`src/include/pap_pkg.sv`:
```
// Constants shared by the power amplifier protection block
package pap_pkg;
  localparam int ADDR_W = 12;
  localparam int REG_W = 8;
  localparam logic [11:0] OFS_LIMIT_LOW = 12'h060;
  localparam logic [11:0] OFS_LIMIT_HIGH = 12'h061;
  localparam logic [11:0] OFS_AVG_CTRL = 12'h062;
  localparam logic [11:0] OFS_POWER_LOW = 12'h063;
  localparam logic [11:0] OFS_POWER_HIGH = 12'h064;
  localparam logic [11:0] OFS_GAIN_OFF_DATAPATH = 12'h065;
  localparam logic [11:0] OFS_GAIN_OFF_LINK = 12'h066;
  localparam logic [7:0] RESET_REG = 8'h00;
  localparam logic [12:0] RESET_POWER = 13'h0000;
  localparam int POWER_W = 13;
  localparam int HIGH_FIELD_W = 5;
  localparam int BIT_AVG_ENABLE = 7;
  localparam int AVG_SEL_W = 4;
  localparam logic [3:0] AVG_SEL_MAX = 4'ha;
  localparam int AVG_BASE_LOG2 = 9;
  localparam int MSB_BITS = 6;
  localparam int SQ_W = 11;
  localparam int PAIR_W = 12;
  localparam logic [11:0] PAIR_MAX = 12'h800;
  localparam int CNT_W = 20;
  localparam int ACC_W = 32;
  localparam int BIT_UNEXPECTED_CHAR = 7;
  localparam int BIT_DELAY_BUFFER = 1;
  localparam int BIT_LANE_FIFO = 0;
  localparam logic [7:0] DATAPATH_EN_MASK = 8'h83;
  localparam int BIT_CONFIG_MISMATCH = 7;
  localparam int BIT_CODE_GROUP_SYNC = 6;
  localparam int BIT_FRAME_SYNC = 5;
  localparam int BIT_CHECKSUM = 4;
  localparam int BIT_LANE_ALIGN = 3;
  localparam int BIT_DESKEW = 2;
  localparam int BIT_DISPARITY = 1;
  localparam int BIT_NOT_IN_TABLE = 0;
  localparam int RESET_SYNC_STAGES = 2;
endpackage : pap_pkg

```
`src/logic/pap_top.sv`:
```
// Power amplifier protection: power readback and gain-off enables
`timescale 1ns/1ps
`default_nettype none
// Summary of operation
// - Readback shows the latest average power while within the limit and the protect flag is clear.
// - Power uses only the six top bits of each I and Q word.
// - Unexpected character threshold forces gain off when bit 7 is set.
// - Delay buffer error forces gain off when datapath bit 1 is set.
// - Lane FIFO error forces gain off when datapath bit 0 is set.
// - Lane 0 configuration mismatch forces gain off when link bit 7 is set.
// - Code group sync failure forces gain off when link bit 6 is set.
// - Frame sync failure forces gain off when link bit 5 is set.
// - Configuration checksum failure forces gain off when link bit 4 is set.
// - Initial lane alignment failure forces gain off when link bit 3 is set.
// - Lane deskew failure forces gain off when link bit 2 is set.
// - Disparity count over threshold forces gain off when link bit 1 set.
// - Not-in-table count over threshold forces gain off when link bit 0 set.
// - Average power is compared with a 13-bit limit in low and high fields.
// - Averaging runs only while the averaging enable bit 7 is set.
// - Window spans two to the nine plus N pairs, N clamped to ten.
module pap_top #(
  parameter int DATA_W = 16
) (
  input wire logic mclk,
  input wire logic reset_n,
  input wire logic reg_wr,
  input wire logic reg_rd,
  input wire logic [pap_pkg::ADDR_W-1:0] reg_addr,
  input wire logic [pap_pkg::REG_W-1:0] reg_wdata,
  output logic [pap_pkg::REG_W-1:0] reg_rdata,
  output logic reg_rvalid,
  input wire logic sample_valid,
  input wire logic [DATA_W-1:0] i_data,
  input wire logic [DATA_W-1:0] q_data,
  input wire logic lane_fifo_error,
  input wire logic delay_buffer_error,
  input wire logic unexpected_char_error,
  input wire logic config_mismatch,
  input wire logic code_group_sync_fail,
  input wire logic frame_sync_fail,
  input wire logic checksum_fail,
  input wire logic lane_align_fail,
  input wire logic deskew_fail,
  input wire logic disparity_errors,
  input wire logic not_in_table_errors,
  output logic gain_off_request,
  output logic power_protect_flag
);
  import pap_pkg::*;

  logic [RESET_SYNC_STAGES-1:0] rst_pipe;
  logic rst_n;
  logic [POWER_W-1:0] power_limit;
  logic average_power_enable;
  logic [AVG_SEL_W-1:0] averaging_window_select;
  logic [REG_W-1:0] gain_off_enable_datapath;
  logic [REG_W-1:0] gain_off_enable_link;
  logic [POWER_W-1:0] average_power_readback;
  logic [POWER_W-1:0] avg_value;
  logic avg_valid;
  logic over_limit;
  logic [REG_W-1:0] datapath_err;
  logic [REG_W-1:0] link_err;
  logic any_source;
  logic [REG_W-1:0] next_rdata;
  logic [ADDR_W-1:0] rd_addr_q;

  // Release of reset is synchronised; assertion stays asynchronous
  always_ff @(posedge mclk or negedge reset_n) begin
    if (!reset_n) begin
      rst_pipe <= '0;
    end else begin
      rst_pipe <= {rst_pipe[RESET_SYNC_STAGES-2:0], 1'b1};
    end
  end
  assign rst_n = rst_pipe[RESET_SYNC_STAGES-1];

  pap_power_avg #(
    .DATA_W(DATA_W)
  ) u_avg (
    .clk(mclk),
    .rst_n(rst_n),
    .enable(average_power_enable),
    .window_sel(averaging_window_select),
    .sample_valid(sample_valid),
    .i_data(i_data),
    .q_data(q_data),
    .avg_value(avg_value),
    .avg_valid(avg_valid)
  );

  // Register writes; reserved enable bits are not stored
  always_ff @(posedge mclk or negedge rst_n) begin
    if (!rst_n) begin
      power_limit <= RESET_POWER;
      average_power_enable <= 1'b0;
      averaging_window_select <= '0;
      gain_off_enable_datapath <= RESET_REG;
      gain_off_enable_link <= RESET_REG;
    end else if (reg_wr) begin
      unique case (reg_addr)
        OFS_LIMIT_LOW: power_limit[REG_W-1:0] <= reg_wdata;
        OFS_LIMIT_HIGH: power_limit[POWER_W-1:REG_W] <=
          reg_wdata[HIGH_FIELD_W-1:0];
        OFS_AVG_CTRL: begin
          average_power_enable <= reg_wdata[BIT_AVG_ENABLE];
          averaging_window_select <= reg_wdata[AVG_SEL_W-1:0];
        end
        OFS_GAIN_OFF_DATAPATH: gain_off_enable_datapath <=
          reg_wdata & DATAPATH_EN_MASK;
        OFS_GAIN_OFF_LINK: gain_off_enable_link <= reg_wdata;
        default: begin
        end
      endcase
    end
  end

  assign over_limit = avg_value > power_limit;

  // Readback freezes at the last value that stayed within the limit
  always_ff @(posedge mclk or negedge rst_n) begin
    if (!rst_n) begin
      average_power_readback <= RESET_POWER;
    end else if (avg_valid && !over_limit && !power_protect_flag) begin
      average_power_readback <= avg_value;
    end
  end

  // Flag holds until averaging is switched off; no new result can then set it
  always_ff @(posedge mclk or negedge rst_n) begin
    if (!rst_n) begin
      power_protect_flag <= 1'b0;
    end else if (avg_valid && over_limit) begin
      power_protect_flag <= 1'b1;
    end else if (!average_power_enable) begin
      power_protect_flag <= 1'b0;
    end
  end

  assign datapath_err = {unexpected_char_error, 5'h00,
                         delay_buffer_error, lane_fifo_error};
  assign link_err = {config_mismatch, code_group_sync_fail, frame_sync_fail,
                     checksum_fail, lane_align_fail, deskew_fail,
                     disparity_errors, not_in_table_errors};
  // Sources are levels from the receiver; the request follows them
  assign any_source = |(gain_off_enable_datapath & datapath_err) |
                      |(gain_off_enable_link & link_err);

  always_ff @(posedge mclk or negedge rst_n) begin
    if (!rst_n) begin
      gain_off_request <= 1'b0;
    end else begin
      gain_off_request <= any_source;
    end
  end

  // Read data; unmapped addresses answer zero
  always_comb begin
    next_rdata = RESET_REG;
    unique case (reg_addr)
      OFS_LIMIT_LOW: next_rdata = power_limit[REG_W-1:0];
      OFS_LIMIT_HIGH: next_rdata = {3'h0, power_limit[POWER_W-1:REG_W]};
      OFS_AVG_CTRL: next_rdata = {average_power_enable, 3'h0,
                                  averaging_window_select};
      OFS_POWER_LOW: next_rdata = average_power_readback[REG_W-1:0];
      OFS_POWER_HIGH: next_rdata =
        {3'h0, average_power_readback[POWER_W-1:REG_W]};
      OFS_GAIN_OFF_DATAPATH: next_rdata = gain_off_enable_datapath;
      OFS_GAIN_OFF_LINK: next_rdata = gain_off_enable_link;
      default: next_rdata = RESET_REG;
    endcase
  end

  always_ff @(posedge mclk or negedge rst_n) begin
    if (!rst_n) begin
      reg_rdata <= RESET_REG;
      reg_rvalid <= 1'b0;
      rd_addr_q <= '0;
    end else begin
      reg_rvalid <= reg_rd;
      if (reg_rd) begin
        reg_rdata <= next_rdata;
        rd_addr_q <= reg_addr;
      end
    end
  end

  a_readback_tracks: assert property (@(posedge mclk)
    disable iff (!rst_n) avg_valid && !over_limit && !power_protect_flag
    |=> average_power_readback == $past(avg_value))
    else $error("readback not updated");
  a_readback_frozen: assert property (@(posedge mclk)
    disable iff (!rst_n) power_protect_flag
    |=> $stable(average_power_readback))
    else $error("readback moved past limit");
  a_protect_sets: assert property (@(posedge mclk)
    disable iff (!rst_n) avg_valid && over_limit
    |=> power_protect_flag) else $error("protect flag not set");
  a_protect_cause: assert property (@(posedge mclk)
    disable iff (!rst_n) $rose(power_protect_flag)
    |-> $past(avg_value) > $past(power_limit))
    else $error("protect flag without cause");
  a_fifo_gain_off: assert property (@(posedge mclk)
    disable iff (!rst_n) gain_off_enable_datapath[BIT_LANE_FIFO] &&
    lane_fifo_error |=> gain_off_request) else $error("fifo error missed");
  a_buffer_gain_off: assert property (@(posedge mclk)
    disable iff (!rst_n) gain_off_enable_datapath[BIT_DELAY_BUFFER] &&
    delay_buffer_error |=> gain_off_request)
    else $error("buffer error missed");
  a_char_gain_off: assert property (@(posedge mclk)
    disable iff (!rst_n) gain_off_enable_datapath[BIT_UNEXPECTED_CHAR] &&
    unexpected_char_error |=> gain_off_request)
    else $error("char error missed");
  a_mismatch_gain_off: assert property (@(posedge mclk)
    disable iff (!rst_n) gain_off_enable_link[BIT_CONFIG_MISMATCH] &&
    config_mismatch |=> gain_off_request) else $error("mismatch missed");
  a_sync_gain_off: assert property (@(posedge mclk)
    disable iff (!rst_n) gain_off_enable_link[BIT_CODE_GROUP_SYNC] &&
    code_group_sync_fail |=> gain_off_request)
    else $error("sync failure missed");
  a_link_gain_off: assert property (@(posedge mclk)
    disable iff (!rst_n) |(gain_off_enable_link & link_err)
    |=> gain_off_request) else $error("link error missed");
  a_nit_gain_off: assert property (@(posedge mclk)
    disable iff (!rst_n) gain_off_enable_link[BIT_NOT_IN_TABLE] &&
    not_in_table_errors |=> gain_off_request)
    else $error("table error missed");
  a_masked_quiet: assert property (@(posedge mclk)
    disable iff (!rst_n) gain_off_enable_datapath == 8'h00 &&
    gain_off_enable_link == 8'h00 |=> !gain_off_request)
    else $error("request while all disabled");
  a_request_cause: assert property (@(posedge mclk)
    disable iff (!rst_n) !any_source |=> !gain_off_request)
    else $error("request without source");
  a_reserved_zero: assert property (@(posedge mclk)
    disable iff (!rst_n) reg_rvalid && rd_addr_q == OFS_POWER_HIGH
    |-> reg_rdata[7:5] == 3'h0) else $error("reserved bits set");
  c_protect_trip: cover property (@(posedge mclk) disable iff (!rst_n)
    $rose(power_protect_flag));
  c_gain_off: cover property (@(posedge mclk) disable iff (!rst_n)
    $rose(gain_off_request));
  c_avg_result: cover property (@(posedge mclk) disable iff (!rst_n)
    avg_valid && !over_limit);
  c_reg_read: cover property (@(posedge mclk) disable iff (!rst_n)
    reg_rvalid && rd_addr_q == OFS_POWER_LOW);
endmodule : pap_top
`default_nettype wire

```
`src/logic/pap_power_avg.sv`:
```
// Windowed average of I squared plus Q squared
`timescale 1ns/1ps
`default_nettype none
module pap_power_avg #(
  parameter int DATA_W = 16
) (
  input wire logic clk,
  input wire logic rst_n,
  input wire logic enable,
  input wire logic [pap_pkg::AVG_SEL_W-1:0] window_sel,
  input wire logic sample_valid,
  input wire logic [DATA_W-1:0] i_data,
  input wire logic [DATA_W-1:0] q_data,
  output logic [pap_pkg::POWER_W-1:0] avg_value,
  output logic avg_valid
);
  import pap_pkg::*;

  function automatic logic [SQ_W-1:0] square_msbs(input logic [DATA_W-1:0] d);
    logic signed [MSB_BITS-1:0] v;
    logic signed [2*MSB_BITS-1:0] p;
    v = d[DATA_W-1 -: MSB_BITS];
    p = v * v;
    return p[SQ_W-1:0];
  endfunction : square_msbs

  logic [AVG_SEL_W-1:0] sel_clamped;
  int shift;
  logic [CNT_W-1:0] window_last;
  logic [PAIR_W-1:0] pair_power;
  logic [ACC_W-1:0] acc;
  logic [ACC_W-1:0] next_acc;
  logic [CNT_W-1:0] sample_cnt;

  // Settings above the top of the range act as the top
  assign sel_clamped = (window_sel > AVG_SEL_MAX) ? AVG_SEL_MAX : window_sel;
  assign shift = AVG_BASE_LOG2 + int'(sel_clamped);
  assign window_last = CNT_W'((64'd1 << shift) - 64'd1);
  // Squares see only the top bits of each word
  assign pair_power = {1'b0, square_msbs(i_data)} +
                      {1'b0, square_msbs(q_data)};
  assign next_acc = acc + ACC_W'(pair_power);

  // Block average: one result per full window, cheaper than a sliding sum
  always_ff @(posedge clk or negedge rst_n) begin
    if (!rst_n) begin
      acc <= '0;
      sample_cnt <= '0;
      avg_value <= RESET_POWER;
      avg_valid <= 1'b0;
    end else if (!enable) begin
      acc <= '0;
      sample_cnt <= '0;
      avg_valid <= 1'b0;
    end else begin
      avg_valid <= 1'b0;
      if (sample_valid) begin
        if (sample_cnt == window_last) begin
          avg_value <= POWER_W'(next_acc >> shift);
          acc <= '0;
          sample_cnt <= '0;
          avg_valid <= 1'b1;
        end else begin
          acc <= next_acc;
          sample_cnt <= sample_cnt + CNT_W'(1);
        end
      end
    end
  end

  a_pair_range: assert property (@(posedge clk)
    disable iff (!rst_n) pair_power <= PAIR_MAX)
    else $error("pair power too wide");
  a_idle_no_result: assert property (@(posedge clk)
    disable iff (!rst_n) !enable |=> !avg_valid)
    else $error("result while disabled");
  a_window_end: assert property (@(posedge clk)
    disable iff (!rst_n) $rose(avg_valid) |->
    $past(sample_cnt) == $past(window_last) && $past(sample_valid))
    else $error("window length wrong");
endmodule : pap_power_avg
`default_nettype wire

```
`config.mk`:
```
export PLATFORM = sky130hd
export DESIGN_NAME = pap_top
export DESIGN_NICKNAME = d
export VERILOG_FILES = /design/src/include/pap_pkg.sv /design/src/logic/pap_top.sv /design/src/logic/pap_power_avg.sv
export SDC_FILE = /design/constraint.sdc
export NUM_CORES = 1
export LEC_CHECK = 0
export BUFFER_PORTS_ARGS = -buffer_cell sky130_fd_sc_hd__buf_2
export CORE_ASPECT_RATIO = 0.6
export CORE_MARGIN = 4
export CORE_UTILIZATION = 50
export CTS_BUF_LIST = sky130_fd_sc_hd__clkbuf_16
export DETAILED_ROUTE_END_ITERATION = 6
export PLACE_DENSITY = 0.73
export SLEW_MARGIN = 20
export SYNTH_ARGS = -nofsm -noshare
export SYNTH_HDL_FRONTEND = slang
export SYNTH_SLANG_ARGS = --single-unit
```
`constraint.sdc`:
```
create_clock -name mclk -period 5 [get_ports mclk]
set_clock_uncertainty 0.2 [all_clocks]
set_input_delay 1.5 -clock mclk [delete_from_list [all_inputs] [get_ports mclk]]
set_output_delay 1.5 -clock mclk [all_outputs]
set_load 0.02 [all_outputs]
```
# Yosys cells after proc, flatten, opt, wreduce, memory -nomap -nowiden

Cells that the tools add are included.

Register bits: 121
Word-level logic and storage cells: 66

Add/sub/neg operators: 5
$mul: 2
Magnitude comparators: 2
Eq/ne operators: 10
Shifts and indexed selects: 2
Muxes and demuxes: 13
Bitwise logic cells: 3
Reductions and logical operators: 13

Operator list:

| operator              | number |
|---|---|
| $mux 32               | 3 |
| $eq 12x7->1 const B   | 7 |
| $mux 20               | 3 |
| $pmux 8 s7            | 1 |
| $add 32x12->32        | 1 |
| $shl 1x32->20 const A | 1 |
| $shr 32x32->13        | 1 |
| $mul 6x6->11          | 2 |
| $add 20x1->20 const B | 1 |
| $eq 20x20->1          | 1 |
| $sub 20x1->20 const B | 1 |
| $and 8x8->8           | 2 |
| $reduce_or 8->1       | 2 |
| $gt 13x13->1          | 1 |
| $add 11x11->12        | 1 |
| $reduce_and 2->1      | 5 |
| $add 4x4->5 const A   | 1 |
| $mux 1                | 5 |
| $gt 4x4->1 const B    | 1 |
| $mux 4                | 1 |
| $logic_and 1x1->1     | 3 |
| $reduce_and 3->1      | 1 |
| $logic_not 1->1       | 2 |
| $ne 2x1->1 const B    | 1 |
| 2 further kinds       | 2 |

# Logic depth before layout (Yosys ltp)

Word-level depth: 9
Gate-level depth with buffers: 31

# Modules after synthesis

Synthesis repeated with hierarchy kept, for this count alone.

Cell total of the unflattened synthesis: 1327
Area total of the unflattened synthesis: 11202.0 µm²

By module, submodules not included:

| module        | instances | cells an instance | area an instance (µm²) |
|---|---|---|---|
| pap_power_avg | 1         | 1008              | 7976.4 |
| pap_top       | 1         | 319               | 3225.6 |

# Worst setup path after synthesis

OpenSTA, ideal clock, no wires.

Path kind: input -> register
Start point: input port i_data[15]
End point: register u_avg.avg_value[6] (netlist bit)
Arrival: 7816 ps
Slack: -3136 ps
Cell stages on the path: 30
Buffers on the path: 2
Cell sequence: inv_1 > nor2_1 > fa_1 > inv_1 > fa_1 > inv_1 > fa_1 > inv_1 > fa_1 > inv_1 > ha_1 > a21oi_1 > nor2_1 > nor2_1 > o21bai_1 > a21oi_1 > xnor2_1 > fa_1 > inv_1 > ha_1 > clkbuf_1 > and3_1 > nand2_1 > o221a_2 > or4_1 > clkbuf_1 > xnor2_1 > a222oi_1 > mux2i_1 > a31o_1

Longest elaborated chain between the ends: 4

Ends and longest elaborated chain:

| element              | RTL line            | text |
|---|---|---|
| start, declared      | pap_top.sv:33       | `input wire logic [DATA_W-1:0] i_data,` |
| $mul 6x6->11         | pap_power_avg.sv:23 | `p = v * v;` |
| $add 11x11->12       | pap_power_avg.sv:40 | `assign pair_power = {1'b0, square_msbs(i_data)} +` |
| $add 32x12->32       | pap_power_avg.sv:42 | `assign next_acc = acc + ACC_W'(pair_power);` |
| $shr 32x32->13       | pap_power_avg.sv:59 | `avg_value <= POWER_W'(next_acc >> shift);` |
| end signal, assigned | pap_power_avg.sv:59 |  |
| end, declared        | pap_power_avg.sv:14 | `output logic [pap_pkg::POWER_W-1:0] avg_value,` |

No other way between the ends.
A chain may end at the register's enable or synchronous reset.

# Final worst setup path

Start point: input port q_data[15]
End point: register u_avg.avg_value[6] (netlist bit)

Longest elaborated chain between the ends: 4

Ends and longest elaborated chain:

| element         | RTL line            | text |
|---|---|---|
| start, declared | pap_top.sv:34       | `input wire logic [DATA_W-1:0] q_data,` |
| $mul 6x6->11    | pap_power_avg.sv:23 |  |
| $add 11x11->12  | pap_power_avg.sv:40 |  |
| $add 32x12->32  | pap_power_avg.sv:42 |  |
| $shr 32x32->13  | pap_power_avg.sv:59 |  |

No other way between the ends.

==> impl_metrics.json <==
{
  "numCtsBuffers": 17,
  "dr.pass1.iters": 7,
  "final_util_pct": 69.94,
  "dieArea_um2": 23870,
  "cts_tree": "yes",
  "setup_violations": 40,
  "yosys.area.top_type": "dfrtp_1",
  "vdd_ir_drop_max_v": 0.0009079,
  "dpl_worst_slack_ns": -3.399,
  "regToRegStartpoint": "averaging_window_select[2]$_DFFE_PN0P_",
  "grt_max_degree": 67,
  "ioPinCount": 79,
  "core_um2": 21030,
  "hp-class": "flip-flop to flip-flop",
  "cts.reportedPaths.clkPinSlew_ns": 0.06,
  "drive_gt1_share_pct": 35.22,
  "p_per_area_nw_per_um2": 636.1,
  "r2r_cells": 16,
  "cp_common_cell": "fa_1",
  "critPathCapture": "u_avg.avg_value[6]$_DFFE_PN0P_",
  "cts_buffer_depth": 2,
  "max_cap_viol_count": 0,
  "area_delta_synth_final_pct": 37.54,
  "fp.dieW_um": 196.8,
  "grt_pass1_wl_mm": 57.53,
  "synth.avg_cell_area_um2": 8.543,
  "layout_setup_ws_ns": -2.802,
  "grtUsageTotal_pct": 30.58,
  "ys_seq_area_share_pct": 28.31,
  "antenna-diode-count": 0,
  "fmax_mhz": 128.2,
  "root_buffer": "clkbuf_16",
  "yosys-top-cells-area": "dfrtp_1, fa_1, ha_1, nand2_1, mux2_2",
  "setup.worst_path.class": "primary input to flip-flop",
  "worstPathRequired_ns": 5.11,
  "antenna_found_initial": 0,
  "period_share_pct": 156.0,
  "grt_pass1_vias": 10418,
  "synth_top_family_by_area": "compound AO/OA/AOI/OAI gates",
  "synth_enable_flop_cells": 0,
  "ys_async_sr_fraction_pct": 100.0,
  "nets": 1640,
  "rsz0062_at_grt": "yes",
  "clock_latency_ns": 0.43,
  "placed_cell_area_um2": 12600,
  "violations": "design-rule violations, negative setup slack",
  "cp-end-kind": "flip-flop",
  "slew_viol_final": 0,
  "p_leak_uw": 0.006588,
  "min_period_ns": 7.802,
  "wl_mm": 37.16,
  "cp.arrival_ns": 7.91,
  "globalplace.congestion": 0.9876,
  "wire_per_inst_um": 21.10,
  "max-slew-margin-rel_pct": 31.82,
  "dpl.hpwl_mm": 25.95,
  "critPathLaunch": "q_data[15]",
  "holdWs_ns": 0.1487,
  "synth-xor-area-share_pct": 4.913,
  "via_per_inst": 6.258,
  "ys_types": 82,
  "synth_top_area_share_pct": 28.31,
  "start_util_pct": 50.85,
  "die_y_um": 121.3,
  "overflow": 0,
  "synthSimpleGateAreaFrac_pct": 17.92,
  "ff2ff_setup_slack_ns": 0.14,
  "port_buffers": 58,
  "synth-main-ff-cell": "dfrtp_1",
  "ant_nets": 0,
  "syn_inst": 1252,
  "ys_warn_count": 0,
  "hold_viol": 0,
  "cts_sinks": 121,
  "cpMaxStageDelayCell": "fa_1",
  "p_total_uw": 9358,
  "status": "finished, violations left",
  "vias": 11021,
  "netlist_area_um2": 10700,
  "stdcell_area_um2": 14710,
  "drc": 32,
  "drt_iter0_drc": 1322,
  "htree_levels": 4,
  "synthMuxAreaShare_pct": 4.855,
  "worstReg2RegEnd": "u_avg.avg_value[5]$_DFFE_PN0P_",
  "synthAdderAreaFrac_pct": 15.42,
  "start_kind": "primary input",
  "worst_pin_slew_ns": 1.013,
  "synth_seq_cells": 121,
  "synth_compound_area_share_pct": 21.57,
  "critPathMaxStageDelay_ns": 0.55,
  "placementRows": 41,
  "critPathMaxFanout": 4,
  "postCtsHoldBufs": 0
}
-- layer usage --
layer  vias to the layer above  GRT usage (%)  wire [um]  share of wire [%]
li1                       4907              -          -                  -
met1                      5356          46.58      16500                 44
met2                       652          40.80      15140                 41
met3                       106          11.68       4737                 13
met4                         0          6.364        776                2.1
met5                         -              0          0                  0
-- synth_stat cells, types with 10 or more instances --
master,n
ha_1,55
fa_1,48
and2_1,17
o31ai_1,27
xor2_1,17
dfrtp_1,121
nand2_1,137
nor3_1,12
nand4_1,13
mux2_2,39
o21ai_1,40
a31oi_1,13
o22ai_1,12
nor2b_1,21
nand3_1,46
and3_1,19
a21oi_1,57
inv_1,108
a22o_1,10
o21ai_0,56
nor2_1,81
xnor2_1,43
clkbuf_1,51
a21o_1,12
-- report_power, final --
group / switching [uW] / total, uW / leakage [uW] / internal, uW
registers: 12.9 / 996 / 0.00164 / 983
clock network: 506 / 1240 / 0.000273 / 733
logic: 3440 / 7120 / 0.00467 / 3680
total: 3960 / 9360 / 0.00659 / 5400
-- flip-flops by register name, summed over array words and instances (netlist names), 3 cells and up --
name	flops
averaging_window_select	4
u_avg.acc	32
reg_rdata	8
gain_off_enable_datapath	3
u_avg.avg_value	13
gain_off_enable_link	8
u_avg.sample_cnt	20
average_power_readback	13
power_limit	13
-- per-stage QoR --
stage                     std cells  setup TNS [ns]
after global placement         1684         -101.65
after detailed placement       1684         -108.56
after CTS                      1741          -79.20
after global routing           1761          -93.40
final                          1761          -85.33
after floorplan                1254          -81.00
-- cells by family after synthesis --
kind of cell               count (synthesis)
AOI/OAI and AO/OA                        342
xor gates and xnor gates                  60
adders and majority gates                103
buffers and inverters                    183
DFF                                      121
muxes                                     47
other                                      1
and+or+nand+nor                          395
-- cell type report --
cell class,count,area (um^2)
Multi-Input combinational cell,950,8127
Fill cell,1508,6322
Sequential cell,121,3032
Clock inverter,15,150.1
Clock buffer,17,425.4
Tap cell,279,349.1
Inverter,111,430.4
Timing Repair Buffer,268,2197
-- worst min-delay path by stage --
stage	start	endpoint	slack (ns)	cells past startpoint
2_1_floorplan	rst_pipe[0]$_DFF_PN0_	rst_pipe[1]$_DFF_PN0_	0.13	0
3_3_place_gp	rst_pipe[0]$_DFF_PN0_	rst_pipe[1]$_DFF_PN0_	0.13	0
3_5_place_dp	rst_pipe[0]$_DFF_PN0_	rst_pipe[1]$_DFF_PN0_	0.13	0
4_1_cts	rst_pipe[0]$_DFF_PN0_	rst_pipe[1]$_DFF_PN0_	0.15	0
5_1_grt	rst_pipe[0]$_DFF_PN0_	rst_pipe[1]$_DFF_PN0_	0.15	0
6_report	rst_pipe[0]$_DFF_PN0_	rst_pipe[1]$_DFF_PN0_	0.15	0
-- worst max-delay path, delay by kind of cell --
kind,cells,cell delay [ns]
adder cells (fa/ha/maj),7,3.03
XOR/XNOR,2,0.31
AO/OA/AOI/OAI,6,1.40
multiplexers,1,0.17
buffers and inverters,7,0.45
AND/OR/NAND/NOR,6,1.07
-- timing repair --
action	CTS	global route
gates cloned	1	0
setup endpoints to repair	40	58
pin swaps	69	34
buffers inserted	29	22
resized for setup	164	80
-- layout by cell type (no fill, tap or decap), drive strengths merged, types with 13 or more instances in the layout --
master and count:
xnor2 43, nor2b 21, clkbuf 17, ha 55, nand3 46, nand2 137
inv 113, xor2 17, o31ai 27, a31oi 13, nor2 82, mux2 39
buf 268, and2 19, nand4 13, and3 19, dfrtp 121, a21oi 58
fa 48, o21ai 96
Note: power is estimated with default switching activity, not from simulation.
